--- config.mk ---
export PLATFORM = sky130hd
export DESIGN_NAME = aimux_top
export DESIGN_NICKNAME = d
export VERILOG_FILES = /design/src/core/aimux_pkg.sv /design/src/core/aimux_sel_if.sv /design/src/core/aimux_decode.sv /design/src/core/aimux_top.sv
export VERILOG_INCLUDE_DIRS = /design/src /design/src/core
export SDC_FILE = /design/constraint.sdc
export NUM_CORES = 1
export LEC_CHECK = 0
export BUFFER_PORTS_ARGS = -buffer_cell sky130_fd_sc_hd__buf_2
export CORE_UTILIZATION = 25
export CTS_CLUSTER_DIAMETER = 150
export DETAILED_ROUTE_END_ITERATION = 6
export GPL_ROUTABILITY_DRIVEN = 0
export PLACE_DENSITY_LB_ADDON = 0.2
export SYNTH_ARGS = -nofsm -noshare
export SYNTH_HDL_FRONTEND = slang
export SYNTH_SLANG_ARGS = --single-unit
--- constraint.sdc ---
create_clock -name clk_sys -period 1.1 [get_ports clk_sys]
set_clock_uncertainty 0.15 [all_clocks]
set_input_delay 0.055 -clock clk_sys [delete_from_list [all_inputs] [get_ports clk_sys]]
set_output_delay 0.055 -clock clk_sys [all_outputs]
set_load 0.02 [all_outputs]
--- src/core/aimux_consts.svh ---
// Register offsets, field positions and reset values of the input mux block
`ifndef AIMUX_CONSTS_SVH
`define AIMUX_CONSTS_SVH
`define AIMUX_ADDR_CHSEL 8'hbb
`define AIMUX_ADDR_PINEN 8'hbd
`define AIMUX_CHSEL_RST 4'h0
`define AIMUX_PINEN_RST 8'h00
`define AIMUX_CHSEL_PAD 4'h0
`define AIMUX_CFG_P01 0
`define AIMUX_CFG_P23 1
`define AIMUX_CFG_HV 2
`define AIMUX_CFG_P3 3
`define AIMUX_CODE_AIN0 4'h0
`define AIMUX_CODE_AIN1 4'h1
`define AIMUX_CODE_AIN2 4'h2
`define AIMUX_CODE_AIN3 4'h3
`define AIMUX_CODE_HV 4'h4
`define AIMUX_CODE_GND 4'h5
`define AIMUX_CODE_EVEN 4'h6
`define AIMUX_CODE_ODD 4'h7
`define AIMUX_CODE_TEMP_BIT 3
`endif

--- src/core/aimux_pkg.sv ---
// Types shared by the input mux block
package aimux_pkg;
  typedef enum logic [3:0] {
    AIMUX_SRC_NONE,
    AIMUX_SRC_AIN0,
    AIMUX_SRC_AIN1,
    AIMUX_SRC_AIN2,
    AIMUX_SRC_AIN3,
    AIMUX_SRC_HV,
    AIMUX_SRC_GND,
    AIMUX_SRC_EVEN,
    AIMUX_SRC_ODD,
    AIMUX_SRC_TEMP,
    AIMUX_SRC_HIGHVOLT_COMMON_REFERENCE
  } aimux_src_t;
endpackage

--- src/core/aimux_sel_if.sv ---
// Decoded switch selection passed from decoder to top
`timescale 1ns/1ns
interface aimux_sel_if;
  import aimux_pkg::*;
  aimux_src_t pos_src;
  aimux_src_t neg_src;
  logic diff;
  modport dec (output pos_src, output neg_src, output diff);
  modport top (input pos_src, input neg_src, input diff);
endinterface

--- src/core/aimux_decode.sv ---
// Channel address and pair configuration decoder
`timescale 1ns/1ns
`include "aimux_consts.svh"
module aimux_decode
  import aimux_pkg::*;
(
  input wire logic [3:0] chan_addr,
  input wire logic [3:0] pair_cfg,
  aimux_sel_if.dec sel
);
  always_comb begin
    sel.pos_src = AIMUX_SRC_NONE;
    sel.neg_src = AIMUX_SRC_NONE;
    sel.diff = 1'b0;
    if (chan_addr[`AIMUX_CODE_TEMP_BIT]) begin
      sel.pos_src = AIMUX_SRC_TEMP;
    end else begin
      unique case (chan_addr)
        `AIMUX_CODE_AIN0: begin
          sel.pos_src = AIMUX_SRC_AIN0;
          if (pair_cfg[`AIMUX_CFG_P01]) begin
            sel.neg_src = AIMUX_SRC_AIN1;
            sel.diff = 1'b1;
          end
        end
        `AIMUX_CODE_AIN1: begin
          if (!pair_cfg[`AIMUX_CFG_P01]) sel.pos_src = AIMUX_SRC_AIN1;
        end
        `AIMUX_CODE_AIN2: begin
          sel.pos_src = AIMUX_SRC_AIN2;
          if (pair_cfg[`AIMUX_CFG_P23]) begin
            sel.neg_src = AIMUX_SRC_AIN3;
            sel.diff = 1'b1;
          end
        end
        `AIMUX_CODE_AIN3: begin
          if (!pair_cfg[`AIMUX_CFG_P23]) sel.pos_src = AIMUX_SRC_AIN3;
        end
        `AIMUX_CODE_HV: begin
          sel.pos_src = AIMUX_SRC_HV;
          if (pair_cfg[`AIMUX_CFG_HV]) begin
            sel.neg_src = AIMUX_SRC_HIGHVOLT_COMMON_REFERENCE;
            sel.diff = 1'b1;
          end
        end
        `AIMUX_CODE_GND: begin
          if (!pair_cfg[`AIMUX_CFG_HV]) sel.pos_src = AIMUX_SRC_GND;
        end
        `AIMUX_CODE_EVEN: begin
          sel.pos_src = AIMUX_SRC_EVEN;
          if (pair_cfg[`AIMUX_CFG_P3]) begin
            sel.neg_src = AIMUX_SRC_ODD;
            sel.diff = 1'b1;
          end
        end
        `AIMUX_CODE_ODD: begin
          if (!pair_cfg[`AIMUX_CFG_P3]) sel.pos_src = AIMUX_SRC_ODD;
        end
        default: begin
          sel.pos_src = AIMUX_SRC_NONE;
        end
      endcase
    end
  end
endmodule // aimux_decode

--- src/core/aimux_top.sv ---
// Analog input mux select: registers, decode and switch drive
`timescale 1ns/1ns
`include "aimux_consts.svh"
module aimux_top
  import aimux_pkg::*;
#(
  parameter int PINS = 8
) (
  input wire logic clk_sys,
  input wire logic rstn,
  input wire logic [7:0] sfr_addr,
  input wire logic [7:0] sfr_wdata,
  input wire logic sfr_wr,
  input wire logic sfr_rd,
  output logic [7:0] sfr_rdata,
  input wire logic [3:0] input_pair_config,
  output logic [PINS-1:0] port3_analog_pin_enable,
  output logic [PINS-1:0] even_pin_switch,
  output logic [PINS-1:0] odd_pin_switch,
  output logic [10:0] pos_switch,
  output logic [10:0] neg_switch,
  output logic twos_complement
);
  ////////////////////////////////////////////////////////////////////////////
  logic [3:0] chsel_ff, nxt_chsel;
  logic [PINS-1:0] pinen_ff, nxt_pinen;
  logic [7:0] rdata_ff, nxt_rdata;

  always_comb begin
    nxt_chsel = chsel_ff;
    nxt_pinen = pinen_ff;
    nxt_rdata = rdata_ff;
    if (sfr_wr && sfr_addr == `AIMUX_ADDR_CHSEL)
      nxt_chsel = sfr_wdata[3:0];
    if (sfr_wr && sfr_addr == `AIMUX_ADDR_PINEN)
      nxt_pinen = sfr_wdata[PINS-1:0];
    if (sfr_rd) begin
      unique case (sfr_addr)
        `AIMUX_ADDR_CHSEL: nxt_rdata = {`AIMUX_CHSEL_PAD, chsel_ff};
        `AIMUX_ADDR_PINEN: nxt_rdata = 8'(pinen_ff);
        default: nxt_rdata = 8'h00;
      endcase
    end
  end

  always_ff @(posedge clk_sys) begin
    if (!rstn) begin
      chsel_ff <= `AIMUX_CHSEL_RST;
      pinen_ff <= PINS'(`AIMUX_PINEN_RST);
      rdata_ff <= 8'h00;
    end else begin
      chsel_ff <= nxt_chsel;
      pinen_ff <= nxt_pinen;
      rdata_ff <= nxt_rdata;
    end
  end

  assign sfr_rdata = rdata_ff;
  assign port3_analog_pin_enable = pinen_ff;

  ////////////////////////////////////////////////////////////////////////////
  // Decode is combinational so the switches follow the register at once
  aimux_sel_if sel ();
  aimux_decode u_dec (
    .chan_addr(chsel_ff),
    .pair_cfg(input_pair_config),
    .sel(sel)
  );

  // Pins only reach the group when both enabled and the group is in use;
  // all enabled same-parity pins close together, giving the wired-OR
  logic even_used, odd_used;
  assign even_used = sel.pos_src == AIMUX_SRC_EVEN;
  assign odd_used = sel.pos_src == AIMUX_SRC_ODD ||
                    sel.neg_src == AIMUX_SRC_ODD;
  genvar g;
  for (g = 0; g < PINS; g++) begin : g_pin
    if (g % 2 == 0) begin : g_even
      assign even_pin_switch[g] = pinen_ff[g] & even_used;
      assign odd_pin_switch[g] = 1'b0;
    end else begin : g_odd
      assign even_pin_switch[g] = 1'b0;
      assign odd_pin_switch[g] = pinen_ff[g] & odd_used;
    end
  end

  // One-hot switch drive, index is the source code; none opens everything
  always_comb begin
    pos_switch = '0;
    neg_switch = '0;
    if (sel.pos_src != AIMUX_SRC_NONE)
      pos_switch[sel.pos_src] = 1'b1;
    if (sel.neg_src != AIMUX_SRC_NONE)
      neg_switch[sel.neg_src] = 1'b1;
  end
  assign twos_complement = sel.diff;

  ////////////////////////////////////////////////////////////////////////////
  // Register file: writes, readback and reset
  chsel_hi_a: assert property (
    @(posedge clk_sys) disable iff (!rstn)
    sfr_rd && sfr_addr == `AIMUX_ADDR_CHSEL |=>
      sfr_rdata[7:4] == `AIMUX_CHSEL_PAD)
    else $error("channel select upper bits not zero");

  chsel_wr_a: assert property (
    @(posedge clk_sys) disable iff (!rstn)
    sfr_wr && sfr_addr == `AIMUX_ADDR_CHSEL |=>
      chsel_ff == $past(sfr_wdata[3:0]))
    else $error("channel select write lost");

  // No disable: these watch the edge right after a reset edge
  chsel_rst_a: assert property (
    @(posedge clk_sys)
    !rstn |=> chsel_ff == `AIMUX_CHSEL_RST)
    else $error("channel select not cleared by reset");

  pinen_rst_a: assert property (
    @(posedge clk_sys)
    !rstn |=> pinen_ff == PINS'(`AIMUX_PINEN_RST))
    else $error("pin enable not cleared by reset");

  pinen_wr_a: assert property (
    @(posedge clk_sys) disable iff (!rstn)
    sfr_wr && sfr_addr == `AIMUX_ADDR_PINEN |=>
      port3_analog_pin_enable == $past(sfr_wdata[PINS-1:0]))
    else $error("pin enable write lost");

  pinen_rd_a: assert property (
    @(posedge clk_sys) disable iff (!rstn)
    sfr_wr && sfr_addr == `AIMUX_ADDR_PINEN ##1
      sfr_rd && sfr_addr == `AIMUX_ADDR_PINEN && !sfr_wr
      |=> sfr_rdata == $past(sfr_wdata, 2))
    else $error("pin enable readback wrong");

  // Read data must stand until the next read strobe
  rdata_hold_a: assert property (
    @(posedge clk_sys) disable iff (!rstn)
    !sfr_rd |=> $stable(sfr_rdata))
    else $error("read data changed without a read");

  // Decode: single-ended codes and the temperature sensor
  temp_sel_a: assert property (
    @(posedge clk_sys) disable iff (!rstn)
    chsel_ff[`AIMUX_CODE_TEMP_BIT] |->
      pos_switch[AIMUX_SRC_TEMP] && neg_switch == '0 && !twos_complement)
    else $error("temperature code not decoded");

  ain0_se_a: assert property (
    @(posedge clk_sys) disable iff (!rstn)
    chsel_ff == `AIMUX_CODE_AIN0 && !input_pair_config[`AIMUX_CFG_P01] |->
      pos_switch[AIMUX_SRC_AIN0] && neg_switch == '0)
    else $error("input 0 single-ended not decoded");

  gnd_se_a: assert property (
    @(posedge clk_sys) disable iff (!rstn)
    chsel_ff == `AIMUX_CODE_GND && !input_pair_config[`AIMUX_CFG_HV] |->
      pos_switch[AIMUX_SRC_GND] && neg_switch == '0)
    else $error("ground code not decoded");

  odd_se_a: assert property (
    @(posedge clk_sys) disable iff (!rstn)
    chsel_ff == `AIMUX_CODE_ODD && !input_pair_config[`AIMUX_CFG_P3] |->
      pos_switch[AIMUX_SRC_ODD] && !twos_complement)
    else $error("odd group code not decoded");

  one_hot_a: assert property (
    @(posedge clk_sys) disable iff (!rstn)
    $onehot0(pos_switch) && $onehot0(neg_switch))
    else $error("more than one switch closed on a node");

  // Decode: differential pairs and the odd code that goes dead
  pair01_a: assert property (
    @(posedge clk_sys) disable iff (!rstn)
    chsel_ff == `AIMUX_CODE_AIN1 && input_pair_config[`AIMUX_CFG_P01] |->
      pos_switch == '0 && neg_switch == '0)
    else $error("odd code of pair not open");

  pair23_a: assert property (
    @(posedge clk_sys) disable iff (!rstn)
    chsel_ff == `AIMUX_CODE_AIN3 && input_pair_config[`AIMUX_CFG_P23] |->
      pos_switch == '0 && neg_switch == '0)
    else $error("odd code of second pair not open");

  diff01_a: assert property (
    @(posedge clk_sys) disable iff (!rstn)
    chsel_ff == `AIMUX_CODE_AIN0 && input_pair_config[`AIMUX_CFG_P01] |->
      pos_switch[AIMUX_SRC_AIN0] && neg_switch[AIMUX_SRC_AIN1])
    else $error("first pair not differential");

  diff23_a: assert property (
    @(posedge clk_sys) disable iff (!rstn)
    chsel_ff == `AIMUX_CODE_AIN2 && input_pair_config[`AIMUX_CFG_P23] |->
      pos_switch[AIMUX_SRC_AIN2] && neg_switch[AIMUX_SRC_AIN3] &&
      twos_complement)
    else $error("second pair bit not honoured");

  // Port 3 groups: pins close only while their group is in use
  even_pin_a: assert property (
    @(posedge clk_sys) disable iff (!rstn)
    chsel_ff == `AIMUX_CODE_EVEN |->
      even_pin_switch == (pinen_ff & {(PINS/2){2'b01}}))
    else $error("even pins not routed");

  odd_pin_a: assert property (
    @(posedge clk_sys) disable iff (!rstn)
    chsel_ff == `AIMUX_CODE_ODD && !input_pair_config[`AIMUX_CFG_P3] |->
      odd_pin_switch == (pinen_ff & {(PINS/2){2'b10}}))
    else $error("odd pins not routed");

  pin_idle_a: assert property (
    @(posedge clk_sys) disable iff (!rstn)
    chsel_ff != `AIMUX_CODE_EVEN |-> even_pin_switch == '0)
    else $error("even pins closed while group unused");

  p3_diff_a: assert property (
    @(posedge clk_sys) disable iff (!rstn)
    chsel_ff == `AIMUX_CODE_EVEN && input_pair_config[`AIMUX_CFG_P3] |->
      odd_pin_switch == (pinen_ff & {(PINS/2){2'b10}}) &&
      neg_switch[AIMUX_SRC_ODD])
    else $error("odd pins not on negative side");

  p3_pair_a: assert property (
    @(posedge clk_sys) disable iff (!rstn)
    chsel_ff == `AIMUX_CODE_ODD && input_pair_config[`AIMUX_CFG_P3] |->
      odd_pin_switch == '0 && pos_switch == '0)
    else $error("paired odd group code not open");

  // Amplifier routing and result format
  hv_diff_a: assert property (
    @(posedge clk_sys) disable iff (!rstn)
    chsel_ff == `AIMUX_CODE_HV |-> pos_switch[AIMUX_SRC_HV] &&
      neg_switch[AIMUX_SRC_HIGHVOLT_COMMON_REFERENCE] == input_pair_config[`AIMUX_CFG_HV])
    else $error("amplifier routing wrong");

  hv_pair_a: assert property (
    @(posedge clk_sys) disable iff (!rstn)
    chsel_ff == `AIMUX_CODE_HV && input_pair_config[`AIMUX_CFG_HV] |->
      twos_complement)
    else $error("amplifier pair bit not honoured");

  twos_a: assert property (
    @(posedge clk_sys) disable iff (!rstn)
    twos_complement |-> neg_switch != '0)
    else $error("two's complement without pair");

  twos_need_a: assert property (
    @(posedge clk_sys) disable iff (!rstn)
    neg_switch != '0 |-> twos_complement)
    else $error("pair without two's complement");

  none_open_a: assert property (
    @(posedge clk_sys) disable iff (!rstn)
    pos_switch == '0 |-> neg_switch == '0 && even_pin_switch == '0 &&
      odd_pin_switch == '0 && !twos_complement)
    else $error("switch closed while nothing selected");
endmodule // aimux_top

==> flow_metrics.env, run 1 <==
export IMPL_postSynthAreaPerCell_um2=8.85
export IMPL_postRouteAntennaNets=0
export IMPL_crit_fanout=5
export IMPL_h_tree_depth=1
export IMPL_drt_initial_drc_count=34
export IMPL_clk_latency_ns=0.25
export IMPL_layout_common_cells="39 x buf_2, 23 x nand2_1, 23 x buf_6, 19 x buf_4, 17 x conb_1"
export IMPL_dieWidth_um=73.1
export IMPL_crit_chain="buf_12, nor4b_4, and2_4, a211o_4, buf_6"
export IMPL_power_uw=1510
export IMPL_start_kind="register"
export IMPL_drive_gt1_share_pct=53.1
export IMPL_finalCritPeriodShare_pct=147
export IMPL_hold_violations=2
export IMPL_endpoint_kind="primary output"
export IMPL_first_global_vias=1171
export IMPL_grt_usage_pct=13.6
export IMPL_period_needed_ns=1.62
export IMPL_cts_sinks=20
export IMPL_leakagePower_uw=0.000980
export IMPL_vias=1272
export IMPL_yosysSeqAreaShare_pct=31.7
export IMPL_syn_cell_area_um2=1260
export IMPL_postPlaceCellArea_um2=1730
export IMPL_whs_ns=-0.00744
export IMPL_grt_max_degree=14
export IMPL_n_antenna_cell=0
export IMPL_dr_pass1_iters=4
export IMPL_rows=25
export IMPL_cts_root_buf="clkbuf_8"
export IMPL_drc=0
export IMPL_cp_arrival_ns=1.42
export IMPL_cts_tree="yes"
export IMPL_hold_path_class="primary input to register"
export IMPL_area_growth_pct=67.4
export IMPL_setup_viol=21
export IMPL_port_buffer_count=61
export IMPL_hpwl_mm=2.64
export IMPL_routed_wl_mm=3.62
export IMPL_criticalPathCategory="register to primary output"
export IMPL_drv_slew=0
export IMPL_final_area_um2=2120
export IMPL_irDropWorstVdd_mv=0.379
export IMPL_die_area_um2=5350
export IMPL_max_cap_violations=0
export IMPL_synth_cells=143
export IMPL_grt_pass1_wl_mm=5.62
export IMPL_antenna_found_initial=0
export IMPL_ys_seq_elements=20
export IMPL_cts_buffers=3
export IMPL_fin_nets=251
export IMPL_fp_coreArea_um2=4790
export IMPL_cp_slowest_cell="dfxtp_4"
export IMPL_fin_ws_ns=-0.521
export IMPL_yosys_warnings=0
export IMPL_p_per_area_nw_per_um2=712
export IMPL_cts_clk_slew_worst_paths_ns=0.08
export IMPL_io_pins=79
export IMPL_violations="hold timing, setup timing"
export IMPL_clock_path_buffers=2
export IMPL_critPathTopFamily="simple AND/OR/NAND/NOR gates"
export IMPL_start_util_pct=26.4
export IMPL_reg2reg_slack_ns=0.06
export IMPL_vias_per_cell=4.34
export IMPL_cp_slowest_stage_delay_ns=0.36
export IMPL_max_freq_ghz=0.617
export IMPL_layout_commonest_cell="buf_2"
export IMPL_die_h_um=73.1
export IMPL_post_drt_wl_per_cell_um=12.3
export IMPL_crit_required_ns=0.89
export IMPL_rsz0062_at_grt="yes"
export IMPL_status="finished with violations"
export IMPL_grt_overflow_total=0
export IMPL_cp_num_buf_inv=2
export IMPL_synth_cell_types=29
-- synth_stat cells (all sizes together) --
library cell / n / share of area, %
nand2: 23 / 6.8
mux2i: 13 / 10
nand2b: 6 / 3.6
nand3b: 4 / 2.4
a211o: 1 / 0.69
conb: 1 / 0.30
o31ai: 4 / 2.4
clkbuf: 3 / 0.89
and2b: 1 / 0.69
nor2b: 1 / 0.49
and4: 1 / 0.89
nand3: 1 / 1.4
a22oi: 4 / 2.4
xnor2: 1 / 0.69
dfxtp: 20 / 32
a21boi: 4 / 2.4
nor4b: 1 / 1.9
and4b: 2 / 1.6
buf: 26 / 15
nand4: 4 / 2.0
and2: 13 / 6.4
nor4: 4 / 2.0
nor3b: 2 / 2.1
nor3: 3 / 1.2
-- cells by family (layout without fill, tap and decap cells) --
kind of cell              Yosys count  in the layout  synth area share [%]
AOI/OAI and AO/OA                  13             13                  7.81
and+or+nand+nor                    66             66                  33.3
xor gates and xnor gates            1              1                 0.693
muxes                              13             13                  10.3
other                               1             17                 0.296
DFF                                20             20                  31.7
buffers and inverters              29             96                  15.9
-- tightest hold or removal path, cell delays in order --
cell,delay (ns)
buf_2,0.16
nand2_1,0.08
mux2i_1,0.05
-- worst paths after layout --
path | startpoint | to | cells past startpoint
min | rstn | port3_analog_pin_enable[5]$_SDFFE_PN0P_ | 3
min reg2reg | sfr_rdata[4]$_SDFFE_PN0P_ | sfr_rdata[4]$_SDFFE_PN0P_ | 2
max reg2reg | chsel_ff[1]$_SDFFE_PN0P_ | sfr_rdata[1]$_SDFFE_PN0P_ | 3
max | chsel_ff[0]$_SDFFE_PN0P_ | twos_complement | 5
-- area by class of cell --
cell class	instances	area, µm²
clock buffer	4	55.1
timing repair buffer	92	732
fill	476	2670
sequential	20	414
tap	67	83.8
multi-input combinational	110	832
-- power by group --
group          internal (µW)  switching (µW)
clock                    318             240
combinational            100             132
sequential               716           0.768
total                   1130             373
-- repair_timing --
| action | in CTS | in global routing |
|---|---|---|
| endpoints found under the setup margin | 24 | 25 |
| pin swaps | 8 | 9 |
| resized for setup | 46 | 24 |
| hold buffers | 9 | 0 |
| setup buffers | 2 | 4 |
| endpoints found under the hold margin | 13 | 0 |
-- stage by stage --
stage | TNS (ns) | cells | setup slack [ns] | util (%) | hold slack, ns
floorplan | -4.56 | 159 | -0.345 | - | 0.0424
global placement | -6.19 | 277 | -0.358 | 36.1 | 0.153
detailed placement | -6.32 | 277 | -0.375 | 36.1 | 0.159
CTS | -9.53 | 291 | -0.529 | 42.4 | 0.00937
global route | -10.32 | 293 | -0.588 | 44.2 | 0.0124
finish | -9.03 | 293 | -0.521 | 44.2 | -0.00744
-- routing by layer --
layer | part of all wire (%) | up-vias | wire (µm) | track usage (%)
met4 | 0.36 | 0 | 13 | 3.27
met2 | 48 | 60 | 1740 | 23.1
met5 | 0 | - | 0 | 0
met1 | 46 | 584 | 1660 | 18.3
li1 | - | 626 | - | -
met3 | 5.7 | 2 | 205 | 1.66
-- sequential cells by signal, summed over array words and instances (netlist names) --
signal / cells
port3_analog_pin_enable: 8
sfr_rdata: 8
chsel_ff: 4
Note: power is estimated with default switching activity, not from simulation.
==> inputs of run 2 (changes only) <==
- clock period: 1.1 -> 1.76 ns (I/O delays scaled with it)
==> run 2 against run 1 <==
Against the previous run:
- the flow now finishes without violations
- flip-flop and latch count unchanged
- die area is the same
- final cell count decreased by 6.5%
- hold slack improved by 0.059 ns
- combinational power is 47% lower
- global-route usage shrank 1.2 points
- register-to-register slack gained 0.60 ns
- sequential share of layout area is 4.3 points higher
- non-clock buffer count fell by 18
==> flow_metrics.env, run 2 (synthesized netlist as in run 1, its figures left out) <==
export IMPL_drv_slew=0
export IMPL_cts_sinks=20
export IMPL_met2_usage_pct=18.3
export IMPL_grt_use_met1_pct=18.2
export IMPL_p_sw_uw=223
export IMPL_cp_arrival_ns=1.46
export IMPL_fillers=519
export IMPL_postRouteAntennaNets=0
export IMPL_top_usage_layer="met2"
export IMPL_die_h_um=73.1
export IMPL_rows=25
export IMPL_cell_internal_pwr_uw=650
export IMPL_finalCritPeriodShare_pct=96.4
export IMPL_crit_required_ns=1.52
export IMPL_cts_buffers=3
export IMPL_combPwrFrac_pct=14.2
export IMPL_grt_usage_pct=12.4
export IMPL_max_cap_violations=0
export IMPL_vias_per_cell=4.19
export IMPL_hold_violations=0
export IMPL_n_antenna_cell=0
export IMPL_die_area_um2=5350
export IMPL_dieWidth_um=73.1
export IMPL_status="completed"
export IMPL_io_pins=79
export IMPL_fin_ws_ns=0.0634
export IMPL_endpoint_kind="primary output"
export IMPL_seq_area_um2=405
export IMPL_cts_clk_slew_worst_paths_ns=0.07
export IMPL_dr_pass1_iters=4
export IMPL_rsz0062_at_grt="yes"
export IMPL_setup_viol=0
export IMPL_hpwl_mm=2.47
export IMPL_irDropWorstVdd_mv=0.213
export IMPL_first_global_vias=970
export IMPL_start_kind="register"
export IMPL_drt_initial_drc_count=25
export IMPL_vias=1148
export IMPL_grt_pass1_wl_mm=5.01
export IMPL_drc=0
export IMPL_cts_setup_buffers=0
export IMPL_fin_util_pct=35.6
export IMPL_crit_fanout=7
export IMPL_cts_tree="yes"
export IMPL_multiInputGateArea_um2=743
export IMPL_grt_max_degree=19
export IMPL_area_growth_pct=34.5
export IMPL_port_buffer_count=61
export IMPL_fin_nets=233
export IMPL_clk_latency_ns=0.25
export IMPL_p_per_area_nw_per_um2=513
export IMPL_cts_root_buf="clkbuf_8"
export IMPL_h_tree_depth=1
export IMPL_pre_cts_ws_ns=0.163
export IMPL_leakagePower_uw=0.000836
export IMPL_drive_gt1_share_pct=38.6
export IMPL_power_frac_clock_pct=34.1
export IMPL_hold_path_class="primary input to register"
export IMPL_layout_common_cells="59 x buf_2, 23 x nand2_1, 18 x dfxtp_1, 17 x conb_1, 13 x mux2i_1"
export IMPL_gr_usage_met3_pct=2.07
export IMPL_period_needed_ns=1.70
export IMPL_layout_commonest_cell="buf_2"
export IMPL_start_util_pct=26.4
export IMPL_fp_coreArea_um2=4790
export IMPL_clock_path_buffers=2
export IMPL_post_drt_wl_per_cell_um=11.6
export IMPL_routed_wl_mm=3.18
export IMPL_antenna_found_initial=0
export IMPL_max_freq_ghz=0.589
export IMPL_criticalPathCategory="register to primary output"
export IMPL_swShare_pct=25.5
export IMPL_seq_power_share_pct=51.7
export IMPL_grt_overflow_total=0
run 2: changes by cell type in the layout (fill, tap and decap cells not counted), moves of 2 or more:
cell and delta:
and2_1 +11, and2_4 -11, buf_12 -2, buf_2 +20, buf_4 -12, buf_6 -23
dfxtp_1 +3, dfxtp_4 -2, nor3_1 +3, nor3_2 -2, nor4_1 +2, nor4_4 -2
run 2: per-layer routing:
metal  wire (µm)  vias up
met4          21        0
met2        1310       55
li1            -      587
met1        1620      504
met3         228        2
met5           0        -
run 2: stage by stage:
step	hold slack (ns)	instance area, µm²	total power, µW	instances	TNS (ns)
finish	0.0511	1700	874	274	0
global route	0.0808	1700	907	274	-0.0113
CTS	0.0501	1680	878	274	0
detailed placement	0.190	1560	572	263	0
global placement	0.186	1560	573	263	0
floorplan	0.0768	1330	564	159	0
run 2: repair_timing:
| item | 4_1_cts | 5_1_grt |
|---|---|---|
| pin swaps | 0 | 2 |
| endpoints found under the hold margin | 12 | 0 |
| hold buffers | 8 | 0 |
| gates resized for setup | 1 | 7 |
| setup endpoints to repair | 4 | 10 |
run 2: cell type report:
| type | count | share of cell area (%) |
|---|---|---|
| clock buffers | 3 | 2.43 |
| multi-input cells | 110 | 43.7 |
| flip-flops and latches | 20 | 23.8 |
| well taps | 67 | 4.93 |
| repair buffers | 74 | 25.1 |
run 2: final timing paths:
check | startpoint | to | slack [ns] | cells after the start
max | chsel_ff[3]$_SDFFE_PN0P_ | even_pin_switch[6] | 0.06 | 4
min | sfr_rd | sfr_rdata[4]$_SDFFE_PN0P_ | 0.05 | 3
max reg2reg | chsel_ff[1]$_SDFFE_PN0P_ | sfr_rdata[1]$_SDFFE_PN0P_ | 0.66 | 3
min reg2reg | chsel_ff[3]$_SDFFE_PN0P_ | chsel_ff[3]$_SDFFE_PN0P_ | 0.33 | 2
run 2: critical path, cell delays in order, from the launching register on:
cell and delay (ns):
dfxtp_2 0.34, nand2b_4 0.18, nor3b_4 0.35, and2_1 0.20, buf_4 0.14
run 2: power groups by stage:
stage	combinational (µW)	clock, µW	sequential [µW]
2_1_floorplan	101	0	463
3_3_place_gp	110	0	463
3_5_place_dp	109	0	463
4_1_cts	123	303	453
5_1_grt	138	318	451
6_report	124	298	451
